--- config.mk ---
export PLATFORM = sky130hd
export DESIGN_NAME = cir_top
export DESIGN_NICKNAME = d
export VERILOG_FILES = /design/src/pkg/cir_pkg.sv /design/src/design/cir_top.sv
export VERILOG_INCLUDE_DIRS = /design/src /design/src/pkg
export SDC_FILE = /design/constraint.sdc
export NUM_CORES = 1
export LEC_CHECK = 0
export ABC_AREA = 1
export BUFFER_PORTS_ARGS = -buffer_cell sky130_fd_sc_hd__clkbuf_2
export CAP_MARGIN = 30
export CORE_UTILIZATION = 60
export DETAILED_ROUTE_END_ITERATION = 7
export PLACE_DENSITY = 0.83
export SETUP_SLACK_MARGIN = 0.15
export SLEW_MARGIN = 20
export SYNTH_ARGS = -nofsm -noshare
export SYNTH_HDL_FRONTEND = slang
export SYNTH_SLANG_ARGS = --single-unit
--- constraint.sdc ---
create_clock -name clk -period 4.4 [get_ports clk]
set_input_delay 0.66 -clock clk [delete_from_list [all_inputs] [get_ports clk]]
set_output_delay 0.66 -clock clk [all_outputs]
set_load 0.01 [all_outputs]
--- src/pkg/cir_params.svh ---
// Constants of the cascaded interrupt redirect block
`ifndef CIR_PARAMS_SVH
`define CIR_PARAMS_SVH
`define CIR_LEVELS 8
`define CIR_CASCADE_LEVEL 3'h2
`define CIR_REDIRECT_LEVEL 3'h1
`define CIR_MASTER_BASE 8'h08
`define CIR_SLAVE_BASE 8'h70
`define CIR_SHARE_PORT_A 12'h02f
`define CIR_SHARE_PORT_B 12'h06f
`define CIR_LATCH_PORT 12'h0e0
`endif

--- src/pkg/cir_pkg.sv ---
// Types of the cascaded interrupt redirect block
package cir_pkg;
  typedef struct packed {
    logic valid;
    logic write;
    logic [15:0] addr;
    logic [7:0] wdata;
  } cir_io_t;
  typedef enum logic {CIR_MASTER, CIR_SLAVE} cir_ctrl_t;
endpackage : cir_pkg

--- src/design/cir_top.sv ---
// Cascaded interrupt controller pair with level-two redirect
// Behaviour
// - PCI request lines are sampled as levels and ISA request lines as rising edges.
// - An end_of_service_command clears the in-service bit of the serviced level.
// - The end_of_service_command is honoured whether the request line is high or low.
// - A level request still high at end_of_service_command is taken as a new request.
// - legacy_cascade_level_request is routed to level nine of the second controller.
// - Level nine is delivered as vector 71h; level two's routine sits at vector 0ah.
// - An interrupt-in-progress latch is readable at an I/O bit and clears on that read.
// - Writes to the edge-sharing reset ports leave interrupt operation untouched.
`timescale 1ns/10ps
`default_nettype none
`include "cir_params.svh"
module cir_top #(
  parameter int LEVELS = `CIR_LEVELS
) (
  input wire logic clk,
  input wire logic reset,
  input wire logic [2*LEVELS-1:0] irq_pins,
  input wire logic [2*LEVELS-1:0] level_mode,
  input wire logic legacy_cascade_level_request,
  input wire cir_pkg::cir_io_t io,
  input wire logic int_ack,
  input wire logic eoi_master,
  input wire logic eoi_slave,
  output logic int_req,
  output logic [7:0] vector_q,
  output logic [7:0] io_rdata_q,
  output logic share_reset_seen_q
);
  // ----------------------------------------
  // Pin synchronisers
  // ----------------------------------------
  // Every pin passes four flops; a new level counts only once the
  // second and third flop agree, so one unsettled sample never counts
  localparam int NPINS = 2 * LEVELS + 1;
  wire [NPINS-1:0] pin_raw = {legacy_cascade_level_request, irq_pins};
  logic [NPINS-1:0] pin_clean;
  genvar g;
  for (g = 0; g < NPINS; g++) begin : g_sync
    logic f1_q;
    logic f2_q;
    logic f3_q;
    logic hold_q;
    wire agree = f2_q == f3_q;
    wire hold_d = agree ? f3_q : hold_q;
    always_ff @(posedge clk) begin
      if (reset) begin
        f1_q <= 1'b0;
        f2_q <= 1'b0;
        f3_q <= 1'b0;
        hold_q <= 1'b0;
      end else begin
        f1_q <= pin_raw[g];
        f2_q <= f1_q;
        f3_q <= f2_q;
        hold_q <= hold_d;
      end
    end
    assign pin_clean[g] = hold_q;
  end : g_sync
  wire [2*LEVELS-1:0] pin_lvl = pin_clean[2*LEVELS-1:0];
  wire leg_lvl = pin_clean[2*LEVELS];

  // ----------------------------------------
  // Line assembly
  // ----------------------------------------
  logic [2*LEVELS-1:0] line_prev_q;
  logic [2*LEVELS-1:0] irr_q;
  logic [2*LEVELS-1:0] isr_q;
  logic latch_q;
  // The legacy level-two line lands on level nine of the second controller
  localparam int REDIR_BIT = LEVELS + `CIR_REDIRECT_LEVEL;
  wire [2*LEVELS-1:0] redir_line = (2*LEVELS)'(leg_lvl) << REDIR_BIT;
  wire [2*LEVELS-1:0] line = pin_lvl | redir_line;
  wire [2*LEVELS-1:0] edge_hit = line & ~line_prev_q;
  // Level lines re-request whenever still high, so a line held at
  // end of service fires again
  wire [2*LEVELS-1:0] level_new = level_mode & line;
  wire [2*LEVELS-1:0] edge_new = ~level_mode & edge_hit;
  wire [2*LEVELS-1:0] new_req = level_new | edge_new;
  // A level request that goes away before acknowledge is withdrawn
  wire [2*LEVELS-1:0] level_gone = level_mode & ~line;

  // ----------------------------------------
  // Priority decode
  // ----------------------------------------
  // Lowest-numbered pending level wins; code 8 means none
  function automatic logic [3:0] pick(input logic [LEVELS-1:0] req);
    pick = 4'h8;
    for (int i = LEVELS - 1; i >= 0; i--) begin
      if (req[i]) pick = 4'(i);
    end
  endfunction : pick
  function automatic logic [LEVELS-1:0] onehot(input logic [3:0] sel);
    onehot = sel[3] ? '0 : ((LEVELS)'(1) << sel[2:0]);
  endfunction : onehot
  wire [LEVELS-1:0] s_irr = irr_q[2*LEVELS-1:LEVELS];
  wire [LEVELS-1:0] s_isr = isr_q[2*LEVELS-1:LEVELS];
  wire [LEVELS-1:0] m_irr = irr_q[LEVELS-1:0];
  wire [LEVELS-1:0] m_isr = isr_q[LEVELS-1:0];

  // ----------------------------------------
  // Second controller
  // ----------------------------------------
  wire [LEVELS-1:0] s_pend = s_irr & ~s_isr;
  wire [3:0] s_sel = pick(s_pend);
  wire slave_out = ~s_sel[3];

  // ----------------------------------------
  // Master controller and cascade
  // ----------------------------------------
  // The second controller's output stands on the master's cascade level
  wire [LEVELS-1:0] cascade_bit = (LEVELS)'(slave_out) << `CIR_CASCADE_LEVEL;
  wire [LEVELS-1:0] m_req = m_irr | cascade_bit;
  wire [LEVELS-1:0] m_pend = m_req & ~m_isr;
  wire [3:0] m_sel = pick(m_pend);
  wire m_any = ~m_sel[3];
  wire m_on_cascade = m_sel[2:0] == `CIR_CASCADE_LEVEL;
  // Acknowledge with nothing pending is ignored
  wire ack_any = int_ack && m_any;
  wire ack_slave = ack_any && m_on_cascade;
  wire ack_master = ack_any && !m_on_cascade;

  // ----------------------------------------
  // In-service and request update
  // ----------------------------------------
  wire [LEVELS-1:0] m_set = ack_any ? onehot(m_sel) : '0;
  wire [LEVELS-1:0] s_set = ack_slave ? onehot(s_sel) : '0;
  // The cascade level has no request bit of its own to consume
  wire [LEVELS-1:0] m_take = ack_master ? onehot(m_sel) : '0;
  // End of service is non-specific and ignores the request lines
  wire [LEVELS-1:0] m_clr = eoi_master ? onehot(pick(m_isr)) : '0;
  wire [LEVELS-1:0] s_clr = eoi_slave ? onehot(pick(s_isr)) : '0;
  wire [2*LEVELS-1:0] taken = {s_set, m_take};
  wire [2*LEVELS-1:0] set_isr = {s_set, m_set};
  wire [2*LEVELS-1:0] clr_isr = {s_clr, m_clr};
  wire [2*LEVELS-1:0] irr_keep = irr_q & ~taken & ~level_gone;
  wire [2*LEVELS-1:0] irr_d = irr_keep | new_req;
  wire [2*LEVELS-1:0] isr_d = (isr_q & ~clr_isr) | set_isr;

  // ----------------------------------------
  // I/O port decode
  // ----------------------------------------
  wire [11:0] io_page = io.addr[15:4];
  wire page_share_a = io_page == `CIR_SHARE_PORT_A;
  wire page_share_b = io_page == `CIR_SHARE_PORT_B;
  wire share_page = page_share_a || page_share_b;
  // Sharing reset writes are only noted; they reach no request state
  wire share_wr = io.valid && io.write && share_page;
  wire latch_rd = io.valid && !io.write && io_page == `CIR_LATCH_PORT;

  // ----------------------------------------
  // Vector and latch next values
  // ----------------------------------------
  wire [7:0] s_vec = `CIR_SLAVE_BASE + 8'(s_sel[2:0]);
  wire [7:0] m_vec = `CIR_MASTER_BASE + 8'(m_sel[2:0]);
  wire [7:0] vec_d = ack_slave ? s_vec : m_vec;
  // Set beats the clearing read
  wire latch_d = ack_any | (latch_q & ~latch_rd);
  wire [7:0] rdata_d = latch_rd ? {7'h00, latch_q} : io_rdata_q;

  // ----------------------------------------
  // Request state registers
  // ----------------------------------------
  always_ff @(posedge clk) begin
    if (reset) begin
      line_prev_q <= '0;
      irr_q <= '0;
      isr_q <= '0;
    end else begin
      line_prev_q <= line;
      irr_q <= irr_d;
      isr_q <= isr_d;
    end
  end

  // ----------------------------------------
  // Vector register
  // ----------------------------------------
  always_ff @(posedge clk) begin
    if (reset) begin
      vector_q <= 8'h00;
    end else if (ack_any) begin
      vector_q <= vec_d;
    end
  end

  // ----------------------------------------
  // I/O side registers
  // ----------------------------------------
  always_ff @(posedge clk) begin
    if (reset) begin
      latch_q <= 1'b0;
      io_rdata_q <= 8'h00;
      share_reset_seen_q <= 1'b0;
    end else begin
      latch_q <= latch_d;
      io_rdata_q <= rdata_d;
      share_reset_seen_q <= share_wr;
    end
  end

  // ----------------------------------------
  // Processor request
  // ----------------------------------------
  assign int_req = m_any;
endmodule : cir_top
`default_nettype wire

## Yosys cells after proc, flatten, opt, wreduce, memory -nomap -nowiden

Index checks and enable logic that the tools add are counted.

- Register bits: 127
- Input bits: 64
- Output and inout bits: 18
- Logic and storage cells: 181

- Add/sub/neg operators: 2
- Equality and inequality tests: 21
- Shifts and indexed selects: 4
- Mux-type cells: 42
- Bitwise logic cells: 27
- Reductions and logical operators: 10

Operators by type and width:

| cell | number |
|---|---|
| 4-bit two-way mux | 32 |
| 16-bit bitwise AND | 7 |
| 16-bit NOT | 6 |
| 8-bit two-way mux | 10 |
| 16-bit bitwise OR | 3 |
| 1-bit by 3-bit left shift with 8-bit output (first input constant) | 4 |
| 1-bit == test | 17 |
| 8-bit bitwise AND | 2 |
| 8-bit NOT | 2 |
| 16-bit by 10-bit bitwise OR with 16-bit output | 1 |
| 12-bit by 6-bit == test with 1-bit output (second input constant) | 1 |
| 12-bit by 7-bit == test with 1-bit output (second input constant) | 1 |
| 12-bit by 8-bit == test with 1-bit output (second input constant) | 1 |
| 7-bit by 3-bit adder with 8-bit output (first input constant) | 1 |
| 8-bit by 3-bit bitwise OR with 8-bit output | 1 |
| 1-bit logical AND | 7 |
| 4-bit by 3-bit adder with 5-bit output (first input constant) | 1 |
| 3-bit by 2-bit == test with 1-bit output (second input constant) | 1 |
| 1-bit NOT | 3 |
| 1-bit logical NOT | 2 |
| 1-bit bitwise AND | 1 |
| 1-bit logical OR | 1 |
| 1-bit bitwise OR | 1 |

## Longest topological paths before layout

Gate-level depths: netlist (run 1).

- Depth after elaboration: 29
- Gate-level depth with buffers: 14
- Gate-level depth less buffers: 14

## Worst setup path before layout (run 1)

Ideal clock, no wire load.

- Path type: input to register
- Start: input reset
- End: register isr_q[10]
- Library setup time: 0.134 ns
- Arrival time: 1.534 ns
- Data required time: 4.266 ns
- Path slack: 2.733 ns
- Stages on the path: 4
- Buffers on the path: 3
- Path through: clkbuf_1 clkbuf_1 clkbuf_1 a21oi_1

RTL lines:

| what | RTL line | text |
|---|---|---|
| from (decl) | cir_top.sv:18 | `input wire logic reset,` |
| to (signal assigned) | cir_top.sv:174 | `isr_q <= isr_d;` |
| to (decl) | cir_top.sv:70 | `logic [2*LEVELS-1:0] isr_q;` |

No word-level cell between the ends.

## Worst setup path in the final report (run 1)

- Start: register isr_q[10]
- End: output int_req

- Longest elaborated chain between the ends: 12

Ends and longest elaborated chain:

| what | RTL line | text |
|---|---|---|
| 8-bit NOT | cir_top.sv:106 | `wire [LEVELS-1:0] s_pend = s_irr & ~s_isr;` |
| 8-bit bitwise AND | cir_top.sv:106 |  |
| 4-bit two-way mux (3 in a row) | cir_top.sv:92 | `if (req[i]) pick = 4'(i);` |
| 1-bit NOT | cir_top.sv:108 | `wire slave_out = ~s_sel[3];` |
| 8-bit by 3-bit bitwise OR with 8-bit output | cir_top.sv:115 | `wire [LEVELS-1:0] m_req = m_irr \| cascade_bit;` |
| 8-bit bitwise AND | cir_top.sv:116 | `wire [LEVELS-1:0] m_pend = m_req & ~m_isr;` |
| 4-bit two-way mux (3 in a row) | cir_top.sv:92 |  |
| 1-bit NOT | cir_top.sv:118 | `wire m_any = ~m_sel[3];` |
| to (decl) | cir_top.sv:26 | `output logic int_req,` |

Every way passes these cells.

==> impl_metrics.tcl, run 1 <==
set metrics [dict create \
    r2r_end "irr_q[9]$_SDFF_PP0_" \
    root_buffer "clkbuf_8" \
    worst_slew_pin_slew_ns 0.589 \
    grt_pass1_vias 3665 \
    grt.total_usage 0.239 \
    cp-end-kind "output port" \
    ant_nets 0 \
    r2r.worst_path.cells 12 \
    worst_skew_pair.late_latency_ns 0.51 \
    rrSetupSlack_ns 2.47 \
    dp_hpwl_microns 6480 \
    synth_top_cell_area_share 0.508 \
    run_status "complete, no violations" \
    synthTopCellsByArea "dfxtp_1, nor2_1, inv_1" \
    fillers 591 \
    core_sq_um 7810 \
    cts_resized 0 \
    maxCapViolations 0 \
    first_pass_iters 5 \
    grt_max_degree 51 \
    drc 0 \
    die_area_sq_um 8510 \
    viasPerCell 4.83 \
    min_period_ns 2.37 \
    start_kind "flop" \
    finalNetCount 772 \
    met2_usage 0.415 \
    grt_pass1_wl_microns 16000 \
    gp_congestion 0.912 \
    critical_path.startpoint "isr_q[10]$_SDFF_PP0_" \
    fin_ws_ns 2.03 \
    syn-cell-area_sq_um 4890 \
    io_buffers 61 \
    htree_levels 4 \
    cts_hold_buf 0 \
    endpoint "int_req" \
    p_leak_nw 2.63 \
    num_rows 32 \
    final.setup.tns_ns 0 \
    start_util 0.626 \
    yosysTopAreaCell "dfxtp_1" \
    total_power_mw 2.60 \
    vias 3972 \
    numCtsBuffers 17 \
    fmax_mhz 421 \
    cts_setup_buffers 0 \
    yosysSeqAreaShare 0.508 \
    synth_most_common_cell "nor2_1" \
    skew_ns 0.0146 \
    area_growth_pct 19.0 \
    crit_cells 8 \
    crit_fanout 6 \
    synth_edf_count 0 \
    critPathMaxStageDelay_ns 0.43 \
    layout-drive-gt1-share 0.208 \
    final_hold_viol_count 0 \
    max_slew_margin 0.607 \
    clock_sinks 124 \
    syn_area_per_cell_sq_um 7.62 \
    critical_path.top_delay_family "simple AND/OR/NAND/NOR gates" \
    r2r_start "isr_q[13]$_SDFF_PP0_" \
    clk_pin_slew_ns 0.06 \
    die-width_microns 92.3 \
    synthCells 642 \
    wl_per_cell_microns 11.4 \
    criticalPathCategory "reg -> out" \
    hold_class "in -> reg" \
    p_per_area_nw_per_um2 446 \
    ios 82 \
    synth_cell_types 34 \
    clock_path_buffers 2 \
    yosysWarnings 0 \
    setup_viol 0 \
    rsz0062_at_grt "false" \
    grt_use_met1 0.293 \
    period_share 0.539 \
    cts_tree "yes" \
    die_h_microns 92.3 \
    grt_use_met3 0.0580 \
    overflow 0 \
    synth_ff_type "dfxtp_1" \
    synthTopCellsByCount "nor2_1, dfxtp_1, inv_1, nand2_1, a21oi_1" \
    antenna_found_initial 0 \
    antenna_cells 0 \
    slew_viol_final 0 \
    peakVddDrop_mv 0.356 \
    crit_chain "inv_2 > nand2_2 > nand2_4 > nor2_4 > nand3_4 > nand2_8 > nand3_2 > clkbuf_2" \
    ys_ff_latch 124 \
    async_flop_share 0 \
    initialDrtViolationCount 179 \
    crit_arrival_ns 1.71 \
    dp_slack_ns 2.49 \
    wirelength_microns 9380 \
    worst-path-buf-inv 2 \
    cp_slowest_cell "dfxtp_1" \
    busiest_layer "met2" \
    cp.required_ns 3.74 \
]
state kept, by name, summed over array words and instances, names as in the netlist:
name,cells
line_prev_q,16
g_sync.f3_q,17
irr_q,16
g_sync.hold_q,17
g_sync.f2_q,17
share_reset_seen_q,1
g_sync.f1_q,17
latch_q,1
io_rdata_q,1
vector_q,5
isr_q,16
per-stage QoR:
stage                     cells  hold WS (ns)  utilization  instance area [sq um]
after floorplan             649         0.388            -                   4920
after global placement      791         0.389        0.670                   5230
after detailed placement    791         0.395        0.670                   5230
after CTS                   823         0.321        0.746                   5820
after global routing        823         0.320        0.746                   5820
final                       823         0.332        0.746                   5820
worst min-delay path by stage:
stage / from / endpoint / cells after the start
6_report: irq_pins[6] / g_sync[6].f1_q$_SDFF_PP0_ / 3
4_1_cts: irq_pins[11] / g_sync[11].f1_q$_SDFF_PP0_ / 3
3_3_place_gp: g_sync[1].f1_q$_SDFF_PP0_ / g_sync[1].f2_q$_SDFF_PP0_ / 2
5_1_grt: irq_pins[6] / g_sync[6].f1_q$_SDFF_PP0_ / 3
3_5_place_dp: g_sync[9].f1_q$_SDFF_PP0_ / g_sync[9].f2_q$_SDFF_PP0_ / 2
2_1_floorplan: g_sync[0].f1_q$_SDFF_PP0_ / g_sync[0].f2_q$_SDFF_PP0_ / 2
metal layers:
| layer | vias to the layer above | part of all wire |
|---|---|---|
| li1 | 2075 | - |
| met1 | 1774 | 0.45 |
| met2 | 118 | 0.49 |
| met3 | 5 | 0.057 |
| met4 | 0 | 0.0046 |
| met5 | - | 0 |
cell type report:
class / instances / area (sq um) / area share
well taps: 102 / 128 / 0.0219
inverters: 123 / 462 / 0.0793
flip-flops and latches: 124 / 2480 / 0.426
multi-input cells: 379 / 1840 / 0.316
clock buffers: 17 / 414 / 0.0712
clock inverters: 15 / 175 / 0.0301
repair buffers: 63 / 320 / 0.0550
report_power, final:
group | internal [mW] | switching [mW]
Sequential | 1.14 | 0.00821
Clock | 0.824 | 0.533
Combinational | 0.0339 | 0.0551
logic make-up (layout without fill, tap and decap cells):
kind of cell | Yosys count | count (layout) | share of synthesized area
buf+inv | 146 | 218 | 0.122
flops | 124 | 124 | 0.508
compound gates | 72 | 72 | 0.0788
other cells | 1 | 8 | 0.000767
simple gates | 299 | 299 | 0.291
tightest hold or removal path, cell delays in order:
cell and delay, ns:
clkbuf_2 0.08, inv_1 0.04, nor2_1 0.03
cell usage in the layout (no fill, tap or decap), types with 2 or more instances in the layout:
cell type,count
a21oi_2,4
nor2_1,128
nand2_4,4
nand2_2,17
nor2_4,5
nor3b_1,5
nand2_1,88
a31oi_1,3
clkbuf_16,16
o31ai_1,2
o21ai_0,26
a21oi_1,33
o21ai_1,3
buf_4,2
nor2_2,2
clkinv_2,2
clkbuf_2,60
inv_2,11
inv_6,7
nand3_2,7
conb_1,8
inv_1,112
nor3_1,5
nand4_1,6
bufinv_16,2
nand3_1,22
nor4_1,4
dfxtp_1,124
Power figures use the tool's default switching activity.
==> run 2, diff against run 1 <==
--- a/config.mk
+++ b/config.mk
@@ -9,9 +9,9 @@
 export ABC_AREA = 1
 export BUFFER_PORTS_ARGS = -buffer_cell sky130_fd_sc_hd__clkbuf_2
 export CAP_MARGIN = 30
-export CORE_UTILIZATION = 60
+export CORE_UTILIZATION = 50
 export DETAILED_ROUTE_END_ITERATION = 7
-export PLACE_DENSITY = 0.83
+export PLACE_DENSITY = 0.74
 export SETUP_SLACK_MARGIN = 0.15
 export SLEW_MARGIN = 20
 export SYNTH_ARGS = -nofsm -noshare
==> constraint.sdc (replaced) <==
create_clock -name clk -period 2.1 [get_ports clk]
set_input_delay 0.315 -clock clk [delete_from_list [all_inputs] [get_ports clk]]
set_output_delay 0.315 -clock clk [all_outputs]
set_load 0.01 [all_outputs]
==> run 2 against run 1 <==
Effect of this change: first-iteration DRC count decreased by 21%; sequential cell count unchanged; clock skew decreased by 0.0052 ns; register-to-register slack got worse by 2.1 ns; critical path depth unchanged; final cell count increased by 6.1%; highest routed layer unchanged; sequential share of layout area decreased by 1.8 points; power increased by 110%; die area increased by 20%.
==> impl_metrics.tcl, run 2 (synthesis results as in run 1) <==
set metrics [dict create \
    final.setup.tns_ns 0 \
    grt_pass1_vias 3779 \
    initialDrtViolationCount 141 \
    wl_per_cell_microns 11.0 \
    layout-drive-gt1-share 0.228 \
    placed_area_sq_um 5290 \
    period_share 0.897 \
    p_int_mw 4.24 \
    run_status "complete, no violations" \
    criticalPathCategory "reg -> out" \
    rsz0062_at_grt "true" \
    slew_viol_final 0 \
    grt_max_degree 72 \
    p_leak_nw 2.73 \
    overflow 0 \
    clock_path_buffers 2 \
    p_clk_frac 0.519 \
    maxCapViolations 0 \
    numCtsBuffers 17 \
    start_util 0.522 \
    die_h_microns 101 \
    total_power_mw 5.47 \
    busiest_layer "met2" \
    drc 0 \
    peakVddDrop_mv 0.663 \
    seq_power_share 0.441 \
    p_comb_frac 0.040 \
    die-width_microns 101 \
    grt_use_met3 0.0472 \
    p_sw_mw 1.24 \
    antenna_cells 0 \
    vias 4050 \
    ios 82 \
    layout_common_cells "nor2_1, inv_1, dfxtp_1" \
    wirelength_microns 9580 \
    first_pass_iters 4 \
    htree_levels 4 \
    ant_nets 0 \
    min_period_ns 1.88 \
    clk_pin_slew_ns 0.06 \
    cp.required_ns 1.78 \
    cts_tree "yes" \
    met2_usage 0.349 \
    viasPerCell 4.64 \
    area_growth_pct 25.3 \
    start_kind "flop" \
    fmax_mhz 531 \
    clock_sinks 124 \
    grt.total_usage 0.205 \
    gp_congestion 0.872 \
    crit_arrival_ns 1.57 \
    cp-end-kind "output port" \
    die_area_sq_um 10200 \
    skew_ns 0.00935 \
    final_common_cell "nor2_1" \
    root_buffer "clkbuf_8" \
    io_buffers 61 \
    grt_pass1_wl_microns 16200 \
    setup_viol 0 \
    worst_skew_pair.late_latency_ns 0.51 \
    num_rows 35 \
    fillers 816 \
    hold_class "in -> reg" \
    dp_hpwl_microns 6420 \
    switching_share 0.226 \
    antenna_found_initial 0 \
    p_per_area_nw_per_um2 893 \
    fin_area_sq_um 6120 \
    finalNetCount 796 \
    crit_fanout 3 \
    grt_use_met1 0.243 \
    final_hold_viol_count 0 \
    core_sq_um 9370 \
]
-- run 2: cell types whose count changed in the layout (fill, tap and decap cells not counted), sizes merged --
cell / previous run / this run
inv: 131 / 129
dlygate4sd3: 0 / 17
clkinvlp: 1 / 3
buf: 3 / 11
clkinv: 4 / 2
-- run 2: worst max-delay path: stages (launching register included) --
cell and delay, ns:
dfxtp_2 0.34, inv_2 0.05, nand2_2 0.06, nand2_1 0.09, nor2_4 0.14, nand3_4 0.11
nand2_8 0.07, nand3_4 0.07, buf_6 0.13
-- run 2: path summary, 6_finish.rpt --
path              slack [ns]  depth (start not counted)                         to                       from
setup reg to reg        0.36                         14        irr_q[9]$_SDFF_PP0_       isr_q[13]$_SDFF_PP0_
hold / removal          0.02                          2        irr_q[2]$_SDFF_PP0_              level_mode[2]
hold reg to reg         0.40                          2  g_sync[0].f2_q$_SDFF_PP0_  g_sync[0].f1_q$_SDFF_PP0_
setup / recovery        0.22                          8                    int_req       isr_q[13]$_SDFF_PP0_
-- run 2: repair_timing --
action | CTS | global route
pin swaps | 3 | 3
endpoints found under the setup margin | 1 | 1
hold endpoints to repair | 17 | 0
hold buffers | 17 | 0
resized for setup | 6 | 13
setup buffers | 4 | 1
-- run 2: power groups by stage --
stage | clock network [mW] | registers [mW] | logic (mW)
5_1_grt | 2.98 | 2.42 | 0.250
4_1_cts | 2.87 | 2.41 | 0.219
6_report | 2.84 | 2.41 | 0.220
3_5_place_dp | 0 | 2.47 | 0.191
2_1_floorplan | 0 | 2.46 | 0.121
3_3_place_gp | 0 | 2.46 | 0.186
-- run 2: through the flow --
stage | setup slack, ns | cells | util | hold WS, ns
after CTS | 0.150 | 872 | 0.649 | 0.0115
after floorplan | 0.650 | 649 | - | 0.388
after detailed placement | 0.449 | 820 | 0.565 | 0.393
after global routing | 0.149 | 873 | 0.654 | 0.0330
after global placement | 0.482 | 820 | 0.565 | 0.390
final | 0.216 | 873 | 0.654 | 0.0233
-- run 2: per-layer routing --
metal / routed length (microns) / share of wire
met4: 184 / 0.019
met3: 475 / 0.050
met2: 4460 / 0.47
met1: 4460 / 0.47
met5: 0 / 0
-- run 2: cell type report --
| cell class | count | area (sq um) | share of cell area |
|---|---|---|---|
| inverters | 123 | 462 | 0.0754 |
| repair buffers | 87 | 562 | 0.0917 |
| clock inverters | 13 | 155 | 0.0253 |
| clock buffers | 18 | 428 | 0.0699 |
| well taps | 129 | 161 | 0.0264 |
| flip-flops and latches | 124 | 2500 | 0.408 |
| multi-input cells | 379 | 1860 | 0.303 |
